--- src/rtl/ua_reset_cfg.svh ---
// Constants for the unit-attention and reset control block.
// Assumes a 100 MHz mclk; included by the package and the design files.
//
// Functional notes
// Resend Disconnect or Save Data Pointers after a message parity error reply.
// Initiator counts parity retries and clears the device past its threshold.
// Refuse path changes in disconnect; message reject may abandon the sequence.
// Any reset, foreign mode change, eject, autoload or firmware change flags all.
// After unload, first command gets key 6h, later motion commands key 2h.
// Inserted cartridge without autoload or load command reports Not Ready.
// Attention stays pending per initiator until a command other than 12h or 03h.
// Pending attention: inquiry or sense runs and keeps data, others get key 6h.
// After report, inquiry or sense keeps data; other commands run and clear it.
// Several attention events before selection keep only the latest sense data.
// Bus reset held 25 us or device reset message 0Ch both count as resets.
// Device reset leaves the bus, drops queued commands and pending processes.
// Bus or device reset during power-on processing restarts power-on sequence.
// Power-on: bus free, code CRC, servo test, defaults, external and buffer test.
// Bus or device reset: same steps but no buffer memory test; the code also skips the code CRC step.
// Respond within 3 s after power-on, 250 ms after bus or device reset.
// Cartridge present before reset: rewind, reload, end at start of media.
// First command after reset gets key 6h with reset-occurred sense codes.
// During reset with cartridge, non-motion commands run; ready test says becoming ready.
// Option chooses queue one motion command, Busy, or Not Ready during reset or load.
// No cartridge after reset: motion and ready test get key 2h, no tape.
// One pending flag and latest sense record per initiator identifier.
`ifndef UA_RESET_CFG_SVH
`define UA_RESET_CFG_SVH

`define CLK_MHZ 100
`define BUS_RST_MIN_NS 25000
`define BUS_RST_CYC ((`BUS_RST_MIN_NS * `CLK_MHZ + 999) / 1000)
`define POR_LIMIT_MS 3000
`define WARM_LIMIT_MS 250
`define POR_CYC (`POR_LIMIT_MS * `CLK_MHZ * 1000)
`define WARM_CYC (`WARM_LIMIT_MS * `CLK_MHZ * 1000)
`define NUM_INIT 8

`define OP_TUR 8'h00
`define OP_REWIND 8'h01
`define OP_SENSE 8'h03
`define OP_READ 8'h08
`define OP_WRITE 8'h0A
`define OP_WFM 8'h10
`define OP_SPACE 8'h11
`define OP_INQ 8'h12
`define OP_VERIFY 8'h13
`define OP_ERASE 8'h19
`define OP_LOAD 8'h1B
`define OP_LOCATE 8'h2B
`define MSG_DEV_RESET 8'h0C

`define KEY_NONE 4'h0
`define KEY_NOT_READY 4'h2
`define KEY_UA 4'h6

`define ASC_RESET 8'h29
`define ASC_MEDIA_CHG 8'h28
`define ASC_MODE_CHG 8'h2A
`define ASC_FW_CHG 8'h3F
`define ASC_NO_TAPE 8'h3A
`define ASC_BECOMING 8'h04
`define ASCQ_BECOMING 8'h01

// Register map
`define REG_CTRL 12'h000
`define REG_STATUS 12'h004
`define REG_CMD 12'h008
`define REG_ANSWER 12'h00C
`define REG_EVENT 12'h010
`define REG_MSG 12'h014
`define CTRL_RESET 32'h0000_0000

`endif

--- src/rtl/ua_reset_pkg.sv ---
// Types shared by the unit-attention and reset control block.
// Assumes ua_reset_cfg.svh for all numbers.
`include "ua_reset_cfg.svh"
package ua_reset_pkg;
  typedef enum logic [1:0] {MOTION_QUEUE = 2'b00, MOTION_BUSY = 2'b01,
    MOTION_NOT_READY = 2'b10} motionPolicy_t;
  typedef enum logic [1:0] {ST_GOOD = 2'b00, ST_CHECK = 2'b01, ST_BUSY = 2'b10,
    ST_QUEUED = 2'b11} cmdStatus_t;
  typedef enum logic [2:0] {RS_IDLE = 3'b000, RS_BUSFREE = 3'b001, RS_CRC = 3'b010,
    RS_SERVO = 3'b011, RS_DEFAULTS = 3'b100, RS_EXTMEM = 3'b101, RS_BUFMEM = 3'b110,
    RS_LOAD = 3'b111} resetState_t;
  typedef struct packed {
    logic [3:0] key;
    logic [7:0] asc;
    logic [7:0] ascq;
  } sense_t;
  typedef struct packed {
    logic execute;
    cmdStatus_t status;
    sense_t sense;
  } answer_t;
endpackage

--- src/rtl/ua_sense_store.sv ---
// Per-initiator unit-attention store: pending flag, reported flag and sense.
// Assumes writes from the control logic on the same clock.
`timescale 1ns/1ns
`include "ua_reset_cfg.svh"
module ua_sense_store
  import ua_reset_pkg::*;
(
  input wire logic mclk,
  input wire logic reset,
  input wire logic setAll,
  input sense_t setSense,
  input wire logic [2:0] sel,
  input wire logic wrEn,
  input wire logic wrPending,
  input wire logic wrReported,
  output logic rdPending,
  output logic rdReported,
  output sense_t rdSense
);
  logic [`NUM_INIT-1:0] pendQ;
  logic [`NUM_INIT-1:0] reptQ;
  sense_t senseQ [`NUM_INIT];

  genvar i;
  generate
    for (i = 0; i < `NUM_INIT; i++)
    begin : gEntry
      // New events win over a same-cycle clear; latest event overwrites sense
      always_ff @(posedge mclk)
      begin
        if (reset)
        begin
          pendQ[i] <= 1'b0;
          reptQ[i] <= 1'b0;
          senseQ[i] <= '0;
        end
        else if (setAll)
        begin
          pendQ[i] <= 1'b1;
          reptQ[i] <= 1'b0;
          senseQ[i] <= setSense;
        end
        else if (wrEn && sel == 3'(i))
        begin
          pendQ[i] <= wrPending;
          reptQ[i] <= wrReported;
        end
      end
    end
  endgenerate

  assign rdPending = pendQ[sel];
  assign rdReported = reptQ[sel];
  assign rdSense = senseQ[sel];
endmodule // ua_sense_store

--- src/rtl/ua_reset_ctrl.sv ---
// Target-side command gating, unit attention, reset sequencing, message retry.
// Assumes synchronous event pulses from the drive firmware and an AXI4-Lite master.
//
// The placing of the registers and the AXI4-Lite interface to the registers were chosen for this implementation.
`timescale 1ns/1ns
`include "ua_reset_cfg.svh"
module ua_reset_ctrl
  import ua_reset_pkg::*;
#(
  parameter int PorCycles = `POR_CYC,
  parameter int WarmCycles = `WARM_CYC,
  parameter int StepCycles = 16
)
(
  input wire logic mclk,
  input wire logic reset,
  input wire logic busResetPin,
  input wire logic cartridgePin,
  input wire logic modeChangeOther,
  input wire logic unloadEject,
  input wire logic autoLoadDone,
  input wire logic firmwareChange,
  input wire logic tapeLoaded,
  input wire logic loadFinished,
  input wire logic [11:0] awaddr,
  input wire logic awvalid,
  output logic awready,
  input wire logic [31:0] wdata,
  input wire logic [3:0] wstrb,
  input wire logic wvalid,
  output logic wready,
  output logic [1:0] bresp,
  output logic bvalid,
  input wire logic bready,
  input wire logic [11:0] araddr,
  input wire logic arvalid,
  output logic arready,
  output logic [31:0] rdata,
  output logic [1:0] rresp,
  output logic rvalid,
  input wire logic rready,
  output logic busFree,
  output logic servoReset,
  output logic rewindReload,
  output logic clearQueue,
  output logic resendMsg,
  output logic [2:0] resetStep
);
  // --------------------
  // Pin synchronisers
  // --------------------
  logic [1:0] rstPinQ;
  logic [1:0] cartQ;
  always_ff @(posedge mclk)
  begin
    rstPinQ <= {rstPinQ[0], busResetPin};
    cartQ <= {cartQ[0], cartridgePin};
  end
  wire logic rstLevel = rstPinQ[1];
  wire logic cartPresent = cartQ[1];

  // --------------------
  // Register bus
  // --------------------
  logic [31:0] ctrlQ;
  logic [31:0] cmdQ;
  logic [11:0] awQ;
  logic awHeldQ;
  logic [31:0] wQ;
  logic [3:0] wsQ;
  logic wHeldQ;
  logic bvalidQ;
  logic rvalidQ;
  logic [31:0] rdataQ;
  logic [1:0] rrespQ;
  logic [1:0] brespQ;
  answer_t answerQ;
  logic [7:0] msgQ;
  logic [15:0] retryQ;

  assign awready = !awHeldQ && !bvalidQ;
  assign wready = !wHeldQ && !bvalidQ;
  assign arready = !rvalidQ;
  wire logic awTake = awvalid && awready;
  wire logic wTake = wvalid && wready;
  wire logic [11:0] wAddr = awTake ? awaddr : awQ;
  wire logic [31:0] wData = wTake ? wdata : wQ;
  wire logic [3:0] wStrb = wTake ? wstrb : wsQ;
  wire logic wrFire = (awTake || awHeldQ) && (wTake || wHeldQ);
  wire logic wrCtrl = wrFire && wAddr == `REG_CTRL;
  wire logic wrCmd = wrFire && wAddr == `REG_CMD;
  wire logic wrMsg = wrFire && wAddr == `REG_MSG;
  wire logic wrOk = wrCtrl || wrCmd || wrMsg;
  wire logic [31:0] strbMask = {{8{wStrb[3]}}, {8{wStrb[2]}}, {8{wStrb[1]}}, {8{wStrb[0]}}};

  // CTRL: [1:0] motion policy, [2] autoload enable, [3] disconnect allowed
  wire motionPolicy_t policy = motionPolicy_t'(ctrlQ[1:0]);
  wire logic autoLoadEn = ctrlQ[2];
  wire logic discAllowed = ctrlQ[3];

  always_ff @(posedge mclk)
  begin
    if (reset)
    begin
      awHeldQ <= 1'b0;
      wHeldQ <= 1'b0;
      bvalidQ <= 1'b0;
      awQ <= '0;
      wQ <= '0;
      wsQ <= '0;
      brespQ <= 2'h0;
      ctrlQ <= `CTRL_RESET;
    end
    else
    begin
      if (awTake) awQ <= awaddr;
      if (wTake) wQ <= wdata;
      if (wTake) wsQ <= wstrb;
      awHeldQ <= wrFire ? 1'b0 : (awHeldQ || awTake);
      wHeldQ <= wrFire ? 1'b0 : (wHeldQ || wTake);
      if (wrFire)
      begin
        bvalidQ <= 1'b1;
        brespQ <= wrOk ? 2'h0 : 2'h2;
      end
      else if (bready) bvalidQ <= 1'b0;
      if (wrCtrl) ctrlQ <= (ctrlQ & ~strbMask) | (wData & strbMask);
    end
  end
  assign bvalid = bvalidQ;
  assign bresp = brespQ;

  // --------------------
  // Reset detection
  // --------------------
  logic [11:0] rstCntQ;
  logic hardSeenQ;
  always_ff @(posedge mclk)
  begin
    if (reset || !rstLevel)
    begin
      rstCntQ <= '0;
      hardSeenQ <= 1'b0;
    end
    else
    begin
      if (rstCntQ != 12'(`BUS_RST_CYC)) rstCntQ <= rstCntQ + 12'h001;
      if (rstCntQ == 12'(`BUS_RST_CYC - 1)) hardSeenQ <= 1'b1;
    end
  end
  wire logic hardReset = rstLevel && rstCntQ == 12'(`BUS_RST_CYC - 1);
  wire logic devReset = wrMsg && wData[7:0] == `MSG_DEV_RESET;
  wire logic warmReset = hardReset || devReset;

  // --------------------
  // Reset sequencer
  // --------------------
  resetState_t stQ;
  logic porQ;
  logic cartAtRstQ;
  logic [31:0] limitQ;
  logic [7:0] stepQ;
  logic porStartQ;
  resetState_t stD;
  always_comb
  begin
    case (stQ)
      RS_BUSFREE: stD = porQ ? RS_CRC : RS_SERVO;
      RS_CRC: stD = RS_SERVO;
      RS_SERVO: stD = RS_DEFAULTS;
      RS_DEFAULTS: stD = RS_EXTMEM;
      RS_EXTMEM: stD = porQ ? RS_BUFMEM : (cartAtRstQ ? RS_LOAD : RS_IDLE);
      RS_BUFMEM: stD = cartAtRstQ ? RS_LOAD : RS_IDLE;
      RS_LOAD: stD = RS_IDLE;
      default: stD = RS_IDLE;
    endcase
  end
  wire logic stepDone = stQ == RS_LOAD ? loadFinished : stepQ == 8'(StepCycles - 1);
  wire logic inReset = stQ != RS_IDLE;
  wire logic bootDone = inReset && stD == RS_IDLE && stepDone;

  always_ff @(posedge mclk)
  begin
    if (reset)
    begin
      stQ <= RS_BUSFREE;
      porQ <= 1'b1;
      porStartQ <= 1'b1;
      cartAtRstQ <= 1'b0;
      stepQ <= '0;
      limitQ <= '0;
    end
    else
    begin
      porStartQ <= 1'b0;
      if (warmReset || porStartQ)
      begin
        stQ <= RS_BUSFREE;
        stepQ <= '0;
        cartAtRstQ <= cartPresent;
        limitQ <= (porQ && inReset) || porStartQ ? 32'(PorCycles) : 32'(WarmCycles);
      end
      else
      begin
        if (inReset && stepDone)
        begin
          stQ <= stD;
          stepQ <= '0;
        end
        else if (inReset) stepQ <= stepQ + 8'h01;
        if (limitQ != '0) limitQ <= limitQ - 32'h1;
        if (bootDone) porQ <= 1'b0;
      end
    end
  end
  // Bus answering is held off only until the tape load step
  wire logic busBooting = inReset && stQ != RS_LOAD;
  assign busFree = stQ == RS_BUSFREE || busBooting;
  assign servoReset = stQ == RS_SERVO;
  assign rewindReload = stQ == RS_LOAD;
  assign clearQueue = warmReset;
  assign resetStep = stQ;

  // --------------------
  // Unit attention store
  // --------------------
  logic unloadSeenQ;
  sense_t evSense;
  wire logic anyEvent = warmReset || porStartQ || modeChangeOther || unloadEject
    || autoLoadDone || firmwareChange;
  always_comb
  begin
    evSense.key = `KEY_UA;
    evSense.ascq = 8'h00;
    if (warmReset || porStartQ) evSense.asc = `ASC_RESET;
    else if (firmwareChange) evSense.asc = `ASC_FW_CHG;
    else if (modeChangeOther) evSense.asc = `ASC_MODE_CHG;
    else evSense.asc = `ASC_MEDIA_CHG;
  end

  wire logic [2:0] initId = wData[10:8];
  wire logic [7:0] opcode = wData[7:0];
  logic uaPending;
  logic uaReported;
  sense_t uaSense;
  wire logic passive = opcode == `OP_INQ || opcode == `OP_SENSE;
  wire logic motion = opcode == `OP_REWIND || opcode == `OP_READ || opcode == `OP_WRITE
    || opcode == `OP_WFM || opcode == `OP_SPACE || opcode == `OP_VERIFY
    || opcode == `OP_ERASE || opcode == `OP_LOCATE || opcode == `OP_LOAD;
  // Pending+reported with a non-passive command clears; first non-passive reports
  wire logic uaWrite = wrCmd && uaPending && !passive;
  wire logic uaKeep = uaReported ? 1'b0 : 1'b1;

  ua_sense_store uStore (
    .mclk(mclk),
    .reset(reset),
    .setAll(anyEvent),
    .setSense(evSense),
    .sel(initId),
    .wrEn(uaWrite),
    .wrPending(uaKeep),
    .wrReported(1'b1),
    .rdPending(uaPending),
    .rdReported(uaReported),
    .rdSense(uaSense)
  );

  // --------------------
  // Command gating
  // --------------------
  logic queuedQ;
  wire logic noTape = !cartPresent || (!porQ && !inReset && !tapeLoaded);
  wire logic notLoaded = cartPresent && !tapeLoaded && !autoLoadEn;
  wire logic loading = stQ == RS_LOAD;
  answer_t ansD;
  always_comb
  begin
    ansD = '{execute: 1'b1, status: ST_GOOD, sense: '0};
    if (uaPending && !uaReported && !passive)
    begin
      ansD = '{execute: 1'b0, status: ST_CHECK, sense: uaSense};
    end
    else if (uaPending && passive)
    begin
      ansD.sense = uaSense;
    end
    else if ((motion || opcode == `OP_TUR) && loading && cartAtRstQ)
    begin
      ansD = '{execute: 1'b0, status: ST_CHECK,
        sense: '{key: `KEY_NOT_READY, asc: `ASC_BECOMING, ascq: `ASCQ_BECOMING}};
      if (motion && policy == MOTION_BUSY) ansD.status = ST_BUSY;
      else if (motion && policy == MOTION_QUEUE && !queuedQ) ansD.status = ST_QUEUED;
    end
    else if ((motion && opcode != `OP_LOAD || opcode == `OP_TUR) && (unloadSeenQ || noTape))
    begin
      ansD = '{execute: 1'b0, status: ST_CHECK,
        sense: '{key: `KEY_NOT_READY, asc: `ASC_NO_TAPE, ascq: 8'h00}};
    end
    else if (motion && opcode != `OP_LOAD && notLoaded)
    begin
      ansD = '{execute: 1'b0, status: ST_CHECK,
        sense: '{key: `KEY_NOT_READY, asc: `ASC_BECOMING, ascq: 8'h00}};
    end
  end

  always_ff @(posedge mclk)
  begin
    if (reset)
    begin
      answerQ <= '0;
      cmdQ <= '0;
      queuedQ <= 1'b0;
      unloadSeenQ <= 1'b0;
    end
    else
    begin
      if (wrCmd) cmdQ <= wData;
      if (wrCmd) answerQ <= ansD;
      if (warmReset || bootDone) queuedQ <= 1'b0;
      else if (wrCmd && ansD.status == ST_QUEUED) queuedQ <= 1'b1;
      if (unloadEject) unloadSeenQ <= 1'b1;
      else if (autoLoadDone || (wrCmd && opcode == `OP_LOAD)) unloadSeenQ <= 1'b0;
    end
  end

  // --------------------
  // Disconnect message retry
  // --------------------
  // MSG: [7:0] message out byte, [8] disconnect sequence active
  logic discActQ;
  always_ff @(posedge mclk)
  begin
    if (reset || warmReset)
    begin
      msgQ <= '0;
      discActQ <= 1'b0;
      retryQ <= '0;
    end
    else if (wrMsg)
    begin
      msgQ <= wData[7:0];
      discActQ <= wData[8] && wData[7:0] != 8'h07;
      if (wData[8] && wData[7:0] == 8'h09) retryQ <= retryQ + 16'h0001;
    end
  end
  // Path-change requests (extended/identify) are ignored during disconnect
  assign resendMsg = wrMsg && wData[8] && wData[7:0] == 8'h09;

  // --------------------
  // Read path
  // --------------------
  wire logic [31:0] statusWord = {12'h000, uaPending, uaReported, discActQ, queuedQ,
    unloadSeenQ, cartPresent, hardSeenQ, porQ, limitQ != '0, inReset, 3'(stQ), 5'h00,
    discAllowed, autoLoadEn};
  wire logic [31:0] answerWord = {8'h00, answerQ.execute, 1'b0, answerQ.status,
    answerQ.sense.key, answerQ.sense.asc, answerQ.sense.ascq};
  wire logic [31:0] rdMux = araddr == `REG_CTRL ? ctrlQ : araddr == `REG_STATUS ? statusWord
    : araddr == `REG_CMD ? cmdQ : araddr == `REG_ANSWER ? answerWord
    : araddr == `REG_MSG ? {16'h0000, retryQ} : 32'h0000_0000;
  wire logic rdOk = araddr == `REG_CTRL || araddr == `REG_STATUS || araddr == `REG_CMD
    || araddr == `REG_ANSWER || araddr == `REG_MSG;
  always_ff @(posedge mclk)
  begin
    if (reset)
    begin
      rvalidQ <= 1'b0;
      rdataQ <= '0;
      rrespQ <= 2'h0;
    end
    else if (arvalid && arready)
    begin
      rvalidQ <= 1'b1;
      rdataQ <= rdMux;
      rrespQ <= rdOk ? 2'h0 : 2'h2;
    end
    else if (rready) rvalidQ <= 1'b0;
  end
  assign rvalid = rvalidQ;
  assign rdata = rdataQ;
  assign rresp = rrespQ;
endmodule // ua_reset_ctrl

--- config.mk ---
export PLATFORM = sky130hd
export DESIGN_NAME = ua_reset_ctrl
export DESIGN_NICKNAME = d
export VERILOG_FILES = /design/src/rtl/ua_reset_pkg.sv /design/src/rtl/ua_sense_store.sv /design/src/rtl/ua_reset_ctrl.sv
export VERILOG_INCLUDE_DIRS = /design/src /design/src/rtl
export SDC_FILE = /design/constraint.sdc
export NUM_CORES = 1
export LEC_CHECK = 0
export BUFFER_PORTS_ARGS = -buffer_cell sky130_fd_sc_hd__buf_4
export CORE_ASPECT_RATIO = 0.8
export CORE_MARGIN = 10
export CORE_UTILIZATION = 35
export CTS_BUF_LIST = sky130_fd_sc_hd__clkbuf_4 sky130_fd_sc_hd__clkbuf_8
export DETAILED_ROUTE_END_ITERATION = 8
export SETUP_SLACK_MARGIN = 0.15
export SLEW_MARGIN = 40
export SYNTH_ARGS = -nofsm -noshare
export SYNTH_HDL_FRONTEND = slang
export SYNTH_SLANG_ARGS = --single-unit
--- constraint.sdc ---
create_clock -name mclk -period 3.62 [get_ports mclk]
set_input_delay 0.181 -clock mclk [delete_from_list [all_inputs] [get_ports mclk]]
set_output_delay 0.181 -clock mclk [all_outputs]
set_load 0.05 [all_outputs]
==> summary.md, run 1 <==
| Metric | Value |
|---|---|
| Status | completed |
| Synth-to-Final Area Change | 23.7% |
| Fin crit period | between 3000 and 4000 ps |
| Crit-path max FO | 30 |
| Flop pwr share | between 40% and 50% |
| Largest net degree at the start of global routing | ~70 |
| Hpwl dp | approximately 26000 µm |
| H-tree levels | 2 |
| Clk slew on worst S/H paths | ~60 ps |
| Peak VDD IR | between 200 and 300 µV |
| Setup TNS | 0 ps |
| Vias in the first global route | 10600 |
| DP Worst Slack | between 300 and 400 ps |
| Worst-Margin Slew | slightly above 800 ps |
| Final worst path period share | 90.6% |
| TritonCTS clock tree | built |
| GRT Total Usage | approximately 17% |
| Die Area | ~42000 µm² |
| Residual DRC count | 0 |
| Clock power frac | around 40% |
| PD cells | 471 nW/µm² |
| Psw | 1.99 mW |
| Setup repair after global routing missed its margin | false |
| Port bufs | 121 |
| Slew HR | around 45% |
| Slew Limit Fails | 0 |
| Critical Path Sink Type | flip-flop |
| Die W | ~230 µm |
| Switching Fraction | roughly 28% |
| Clock Root Buffer | clkbuf_8 |
| Gr ovfl total | 0 |
| CTS Sinks | ~270 |
| Via count | between 10000 and 15000 |
| Setup CP Type | reg2reg |
| DIE HEIGHT | ~190 µm |
| Initial antenna violation count | 1 |
| Ports | 124 |
| Fin nets | 1653 |
| Final Hold Viols | 0 |
| Max-cap violations | 0 |
| Sequential element share of the synthesized area | 45.0% |
| Fraction of registers with async set/reset | 0% |
| Yosys reg bits | approximately 270 |
| Via density | approximately 5.3 |
| # diodes | 0 |
| Slowest cell on the critical path | a2111oi_4 |
| Reg area | about 5400 µm² |
| Crit path max-delay family | buffers and inverters |
| Inserted Clock Buffers | 45 |
| Crit start category | flip-flop |
| YS warnings | 0 |
| Post-synthesis cell count | approximately 1400 |
| Num rows | 60 |
| WL/cell | between 15 and 20 µm |
| Design Power | between 7 and 8 mW |
| Starting density of the core | 35.7% |
| Setup violators final | 0 |
| Largest stage delay, worst path | roughly 670 ps |
| GPL Wtd Cong | 0.856 |
| CTS Buffer Depth | 3 |
| Skew final | about 22 ps |
| First-pass GRT wire length | slightly below 60000 µm |
| Core Area | around 34000 µm² |
| Commonest non-fill, non-tap cell in the layout | dfxtp_1 |
| Cell area after synthesis | approximately 12000 µm² |
| WP data required | around 4100 ps |
| Worst Hold Class | in2reg |
| Ys flop type | dfxtp_1 |
| Number of flops mapped to enable cells by yosys | 7 |
| WP data arrival | 3740 ps |
| Iter 0 DRT Violations | 890 |
| Static leakage | about 5.6 nW |
| Most frequent cells in the layout | dfxtp_1, nor2_1, buf_4 |
| Logic gate share of total power | around 15% |
| Antenna-violating nets left | 0 |
| Int Pwr | between 5 and 6 mW |
| Drt pass-1 iters | 6 |
| Max frequency | around 300 MHz |
| FILL cells | 3317 |
| Buf/Inv on CP | 2 |
| Multi-input logic area | 6190 µm² |
| Worst path cell trace | nor3b_2, nand4_1, a2111oi_4, buf_4, a211o_1, a21oi_1, dlygate4sd3_1 |
| Setup slack after layout | around 340 ps |
| Post-Route WL | 37100 µm |
| Layout cells sized above 1 | about 17% |
| Synth unique cells | 79 |
| Clk_lat worst skew | roughly 580 ps |
| Mean post-synth cell area | ~8.6 µm² |
-- power by group through the flow --
stage / registers, mW / clock network [mW] / logic (mW)
final: 3.17 / 2.81 / 1.03
after global routing: 3.19 / 3.01 / 1.13
after CTS: 3.17 / 2.88 / 1.03
after detailed placement: 3.23 / 0 / 0.973
after global placement: 3.22 / 0 / 0.962
after floorplan: 3.28 / 0 / 0.597
-- worst paths after layout --
kind	startpoint	endpoint	slack, ps	depth (start not counted)
max reg2reg	bvalid	unloadSeenQ	340	7
min	wstrb[3]	wsQ[3]	40	4
min reg2reg	rstPinQ[0]	rstPinQ[1]	330	0
max	bvalid	unloadSeenQ	340	7
-- metal layers --
| layer | wire length, µm | global-route usage, % | vias up |
|---|---|---|---|
| met3 | 2730 | 3.78 | 52 |
| met5 | 13 | 0 | - |
| met1 | 17200 | 23.5 | 5151 |
| met2 | 16400 | 27.0 | 335 |
| li1 | - | - | 5337 |
| met4 | 695 | 4.84 | 2 |
-- synthesized netlist by cell type, drive strengths merged (8+ instances only) --
master	instances	area share, %
dfxtp	260	43
nor2	214	6.7
nand2	146	4.5
a21oi	99	4.1
clkbuf	68	2.1
mux2i	60	5.1
nor3	55	2.5
a211oi	52	3.2
or3	43	2.2
nand3	38	1.6
xnor2	33	2.4
o21ai	29	1.2
inv	26	0.81
nor4	25	1.4
a221oi	24	1.8
buf	24	1.3
xor2	21	1.5
nand2b	19	0.99
nand4	16	0.83
nor2b	11	0.57
o22ai	11	0.57
o21a	9	0.56
mux2	8	0.78
-- kinds of logic after synthesis --
| kind of cell | after synthesis | synth area share, % |
|---|---|---|
| simple gates | 616 | 24.6 |
| compound gates | 277 | 15.8 |
| flops | 267 | 45.0 |
| buf+inv | 118 | 4.20 |
| mux | 68 | 5.90 |
| xor+xnor | 54 | 3.93 |
| fa+ha+maj | 5 | 0.519 |
| other cells | 1 | 0.0311 |
-- through the flow --
step	hold WS, ps	cells	cell area [µm²]	utilization, %
global route	41.1	2037	14900	44.1
floorplan	209	1407	12100	-
finish	44.5	2037	14900	44.1
detailed placement	287	1902	13400	39.6
global placement	287	1902	13400	39.6
CTS	0.885	2036	14900	44.0
-- worst register-to-register path, stage by stage, from the launching register on --
cell,delay [ps]
dfxtp_2,420
nor3b_2,420
nand4_1,390
a2111oi_4,670
buf_4,420
a211o_1,190
a21oi_1,60
dlygate4sd3_1,590
-- layout make-up --
| cell class | count | share of cell area (%) |
|---|---|---|
| multi-input cells | 1023 | 41.6 |
| repair buffers | 210 | 11.6 |
| well taps | 434 | 3.64 |
| clock buffers | 72 | 5.98 |
| inverters | 26 | 0.655 |
| clock inverters | 5 | 0.235 |
| flip-flops and latches | 267 | 36.4 |
-- what timing repair did --
action / 4_1_cts / 5_1_grt
setup buffers: 0 / 0
resized for setup: 0 / 3
hold endpoints to repair: 65 / 0
hold buffers: 57 / 0
endpoints found under the setup margin: 0 / 21
Note: power is estimated with default switching activity, not from simulation.
==> inputs of run 2 (changes only) <==
ABC_AREA = 1   (was unset)
==> run 2 against run 1 <==
Against the previous run:
- cell count increased by 16%
- clock skew decreased by 5.5 ps
- utilization decreased by 0.47 points
- first-iteration DRC count increased by 6.2%
- clock power increased by 5%
- setup slack improved by 160 ps
- largest power group unchanged
- non-clock buffer count decreased by 19
- area after synthesis increased by 2.6%
- sequential power about the same
- die area increased by 2.3%
==> summary.md, run 2 <==
| Metric | Value |
|---|---|
| Status | completed (unchanged) |
| CTS Sinks | 267 (unchanged) |
| Fraction of registers with async set/reset | 0% (unchanged) |
| Yosys top cell area share | 42.1% (was 43.2%) |
| Cell area after synthesis | 12400 µm² (was 12000 µm²) |
| Area leader, netlist | dfxtp_1 (unchanged) |
| Worst path cell trace | nor2_4, nand2_2, buf_4, o21ai_4, nor2_1, nand4_2, inv_1, buf_4 (was nor3b_2, nand4_1, a2111oi_4, buf_4, a211o_1, a21oi_1, dlygate4sd3_1) |
| Iter 0 DRT Violations | 945 (was 890) |
| Port bufs | 121 (unchanged) |
| Final Hold Viols | 0 (unchanged) |
| Initial antenna violation count | 2 (was 1) |
| Hold path endpoint | awQ[5] (was wsQ[3]) |
| Critical Path Sink Type | primary output (was flip-flop) |
| Inserted Clock Buffers | 44 (was 45) |
| Worst Hold Class | in2reg (unchanged) |
| Number of flops mapped to enable cells by yosys | 7 (unchanged) |
| Clock Root Buffer | clkbuf_8 (unchanged) |
| Slew Limit Fails | 0 (unchanged) |
| YS warnings | 0 (unchanged) |
| Largest stage delay, worst path | 470 ps (was 670 ps) |
| Layout Cells excl Fill | 2364 (was 2037) |
| Setup slack after layout | 502 ps (was 341 ps) |
| Placed instance count | 2229 (was 1902) |
| CTS Buffer Depth | 3 (unchanged) |
| Peak VDD IR | 321 µV (was 284 µV) |
| Crit Reg-Reg Startpoint | bvalid (unchanged) |
| Post-Route WL | 37500 µm (was 37100 µm) |
| Setup repair after global routing missed its margin | false (unchanged) |
| Post-synthesis cell count | 1679 (was 1406) |
| DP Worst Slack | 470 ps (was 355 ps) |
| WP data required | 3440 ps (was 4080 ps) |
| Top cells by area, synth | dfxtp_1, nand2_1, nor2_1, inv_1, a21oi_1 (was dfxtp_1, nor2_1, mux2i_1, nand2_1, a21oi_1) |
| Slowest cell on the critical path | buf_4 (was a2111oi_4) |
| WL/cell | 15.9 µm (was 18.2 µm) |
| Crit start category | flip-flop (unchanged) |
| Mean post-synth cell area | 7.36 µm² (was 8.57 µm²) |
| PD cells | 485 nW/µm² (was 471 nW/µm²) |
| Reg2reg path depth | 9 (was 7) |
| Hold Path Depth | 5 (was 4) |
| First-pass GRT wire length | 59700 µm (was 58700 µm) |
| Cell with the most instances after synthesis | nand2_1 (was dfxtp_1) |
| Num rows | 61 (was 60) |
| Antenna-violating nets left | 0 (unchanged) |
| Post-synth top cells | nand2_1, dfxtp_1, nor2_1, inv_1, a21oi_1 (was dfxtp_1, nor2_1, nand2_1, a21oi_1, clkbuf_1) |
| Clk slew on worst S/H paths | 70 ps (was 60 ps) |
| Yosys reg bits | 267 (unchanged) |
| Crit-path max FO | 31 (was 30) |
| Sequential element share of the synthesized area | 43.8% (was 45.0%) |
| Internal reg-to-reg setup slack | 510 ps (was 340 ps) |
| Max frequency | 321 MHz (was 305 MHz) |
| Post-CTS Setup Bufs | 0 (unchanged) |
| Max-cap violations | 0 (unchanged) |
| Setup CP Type | reg2out (was reg2reg) |
| FILL cells | 3573 (was 3317) |
| GRT Total Usage | 16.7% (was 17.3%) |
| Buf/Inv on CP | 3 (was 2) |
| Crit path max-delay family | simple AND/OR/NAND/NOR gates (was buffers and inverters) |
| Setup TNS | 0 ps (unchanged) |
| Worst-Margin Slew | 752 ps (was 822 ps) |
| Largest net degree at the start of global routing | 76 (was 72) |
| Worst Hold Launch | awaddr[5] (was wstrb[3]) |
| Setup violators final | 0 (unchanged) |
| Commonest non-fill, non-tap cell in the layout | nand2_1 (was dfxtp_1) |
| Die W | 230 µm (was 227 µm) |
| Ys flop type | dfxtp_1 (unchanged) |
| Ports | 124 (unchanged) |
| Via density | 4.95 (was 5.34) |
| Final worst path period share | 86.1% (was 90.6%) |
| H-tree levels | 2 (unchanged) |
| Residual DRC count | 0 (unchanged) |
| Core Area | 34800 µm² (was 33800 µm²) |
| Slew HR | 49.7% (was 44.5%) |
| Gr ovfl total | 0 (unchanged) |
| Static leakage | 6.44 nW (was 5.63 nW) |
| Layout cells sized above 1 | 16.1% (was 17.4%) |
| Drt pass-1 iters | 6 (unchanged) |
| Fin nets | 1936 (was 1653) |
| Hpwl dp | 27400 µm (was 25900 µm) |
| Starting density of the core | 35.5% (was 35.7%) |
| TritonCTS clock tree | built (unchanged) |
| Fin crit period | 3120 ps (was 3280 ps) |
| Most common cell on crit path | buf_4 |
| GPL Wtd Cong | 0.943 (was 0.856) |
| Clk_lat worst skew | 580 ps (about the same) |
| RR Endpoint | unloadSeenQ (unchanged) |
| Via count | 11700 (was 10900) |
| WP data arrival | 2940 ps (was 3740 ps) |
| Synth-to-Final Area Change | 22.9% (was 23.7%) |
| Skew final | 16.4 ps (was 22.0 ps) |
| Vias in the first global route | 11000 (was 10600) |
| Most frequent cells in the layout | nand2_1, dfxtp_1, nor2_1 (was dfxtp_1, nor2_1, buf_4) |
| Synth unique cells | 55 (was 79) |
| Die Area | 43300 µm² (was 42300 µm²) |
| DIE HEIGHT | 188 µm (was 186 µm) |
run 2: cell families after synthesis:
logic type,count (synthesis),synth area share (%)
simple gates,711,25.4
compound gates,366,17.1
buf+inv,275,9.15
flops,267,43.8
xor+xnor,41,2.91
mux,13,1.05
fa+ha+maj,5,0.506
other cells,1,0.0304
run 2: worst max-delay path by stage:
stage	startpoint	endpoint	cells past startpoint
6_report	bvalid	resendMsg	8
5_1_grt	bvalid	uStore.senseQ[7][1]	14
4_1_cts	bvalid	unloadSeenQ	10
3_5_place_dp	bvalid	uStore.senseQ[4][2]	14
3_3_place_gp	bvalid	uStore.senseQ[7][0]	14
2_1_floorplan	bvalid	uStore.senseQ[4][0]	12
run 2: area by class of cell:
type / count / area, µm² / share of cell area [%]
diodes: 1 / 2.50 / 0.0165
well taps: 472 / 591 / 3.89
multi-input cells: 1138 / 5820 / 38.3
clock inverters: 23 / 225 / 1.48
inverters: 214 / 803 / 5.29
clock buffers: 58 / 754 / 4.97
repair buffers: 191 / 1570 / 10.3
flip-flops and latches: 267 / 5420 / 35.7
run 2: worst reg2reg max path, delay by kind of cell, from the launching register on:
kind	cells	cell delay, ps
DFF	1	360
and+or+nand+nor	5	1370
AOI/OAI and AO/OA	3	680
buffers and inverters	1	580
run 2: what timing repair did:
item | in CTS | in global routing
hold buffers | 53 | 0
setup endpoints to repair | 0 | 8
hold endpoints to repair | 78 | 0
resized for setup | 0 | 1
run 2: power breakdown:
group          switching (mW)  leakage, nW  internal [mW]
clock                    1.29        0.521           1.66
sequential             0.0728         2.20           3.09
combinational           0.838         3.72          0.424
run 2: through the flow:
stage	utilization, %	hold slack, ps	cell area, µm²	power [mW]
3_5_place_dp	39.3	290	13700	4.42
5_1_grt	43.6	64.8	15200	7.74
6_report	43.6	40.7	15200	7.37
3_3_place_gp	39.3	288	13700	4.41
2_1_floorplan	-	209	12400	4.09
4_1_cts	43.6	0.0314	15200	7.44
run 2: metal layers:
layer	part of all wire, %	GRT usage [%]	wire (µm)
met5	0.035	0	13
met4	2.6	5.58	991
met3	7.0	3.85	2610
met2	43	25.3	16000
met1	48	22.9	17900
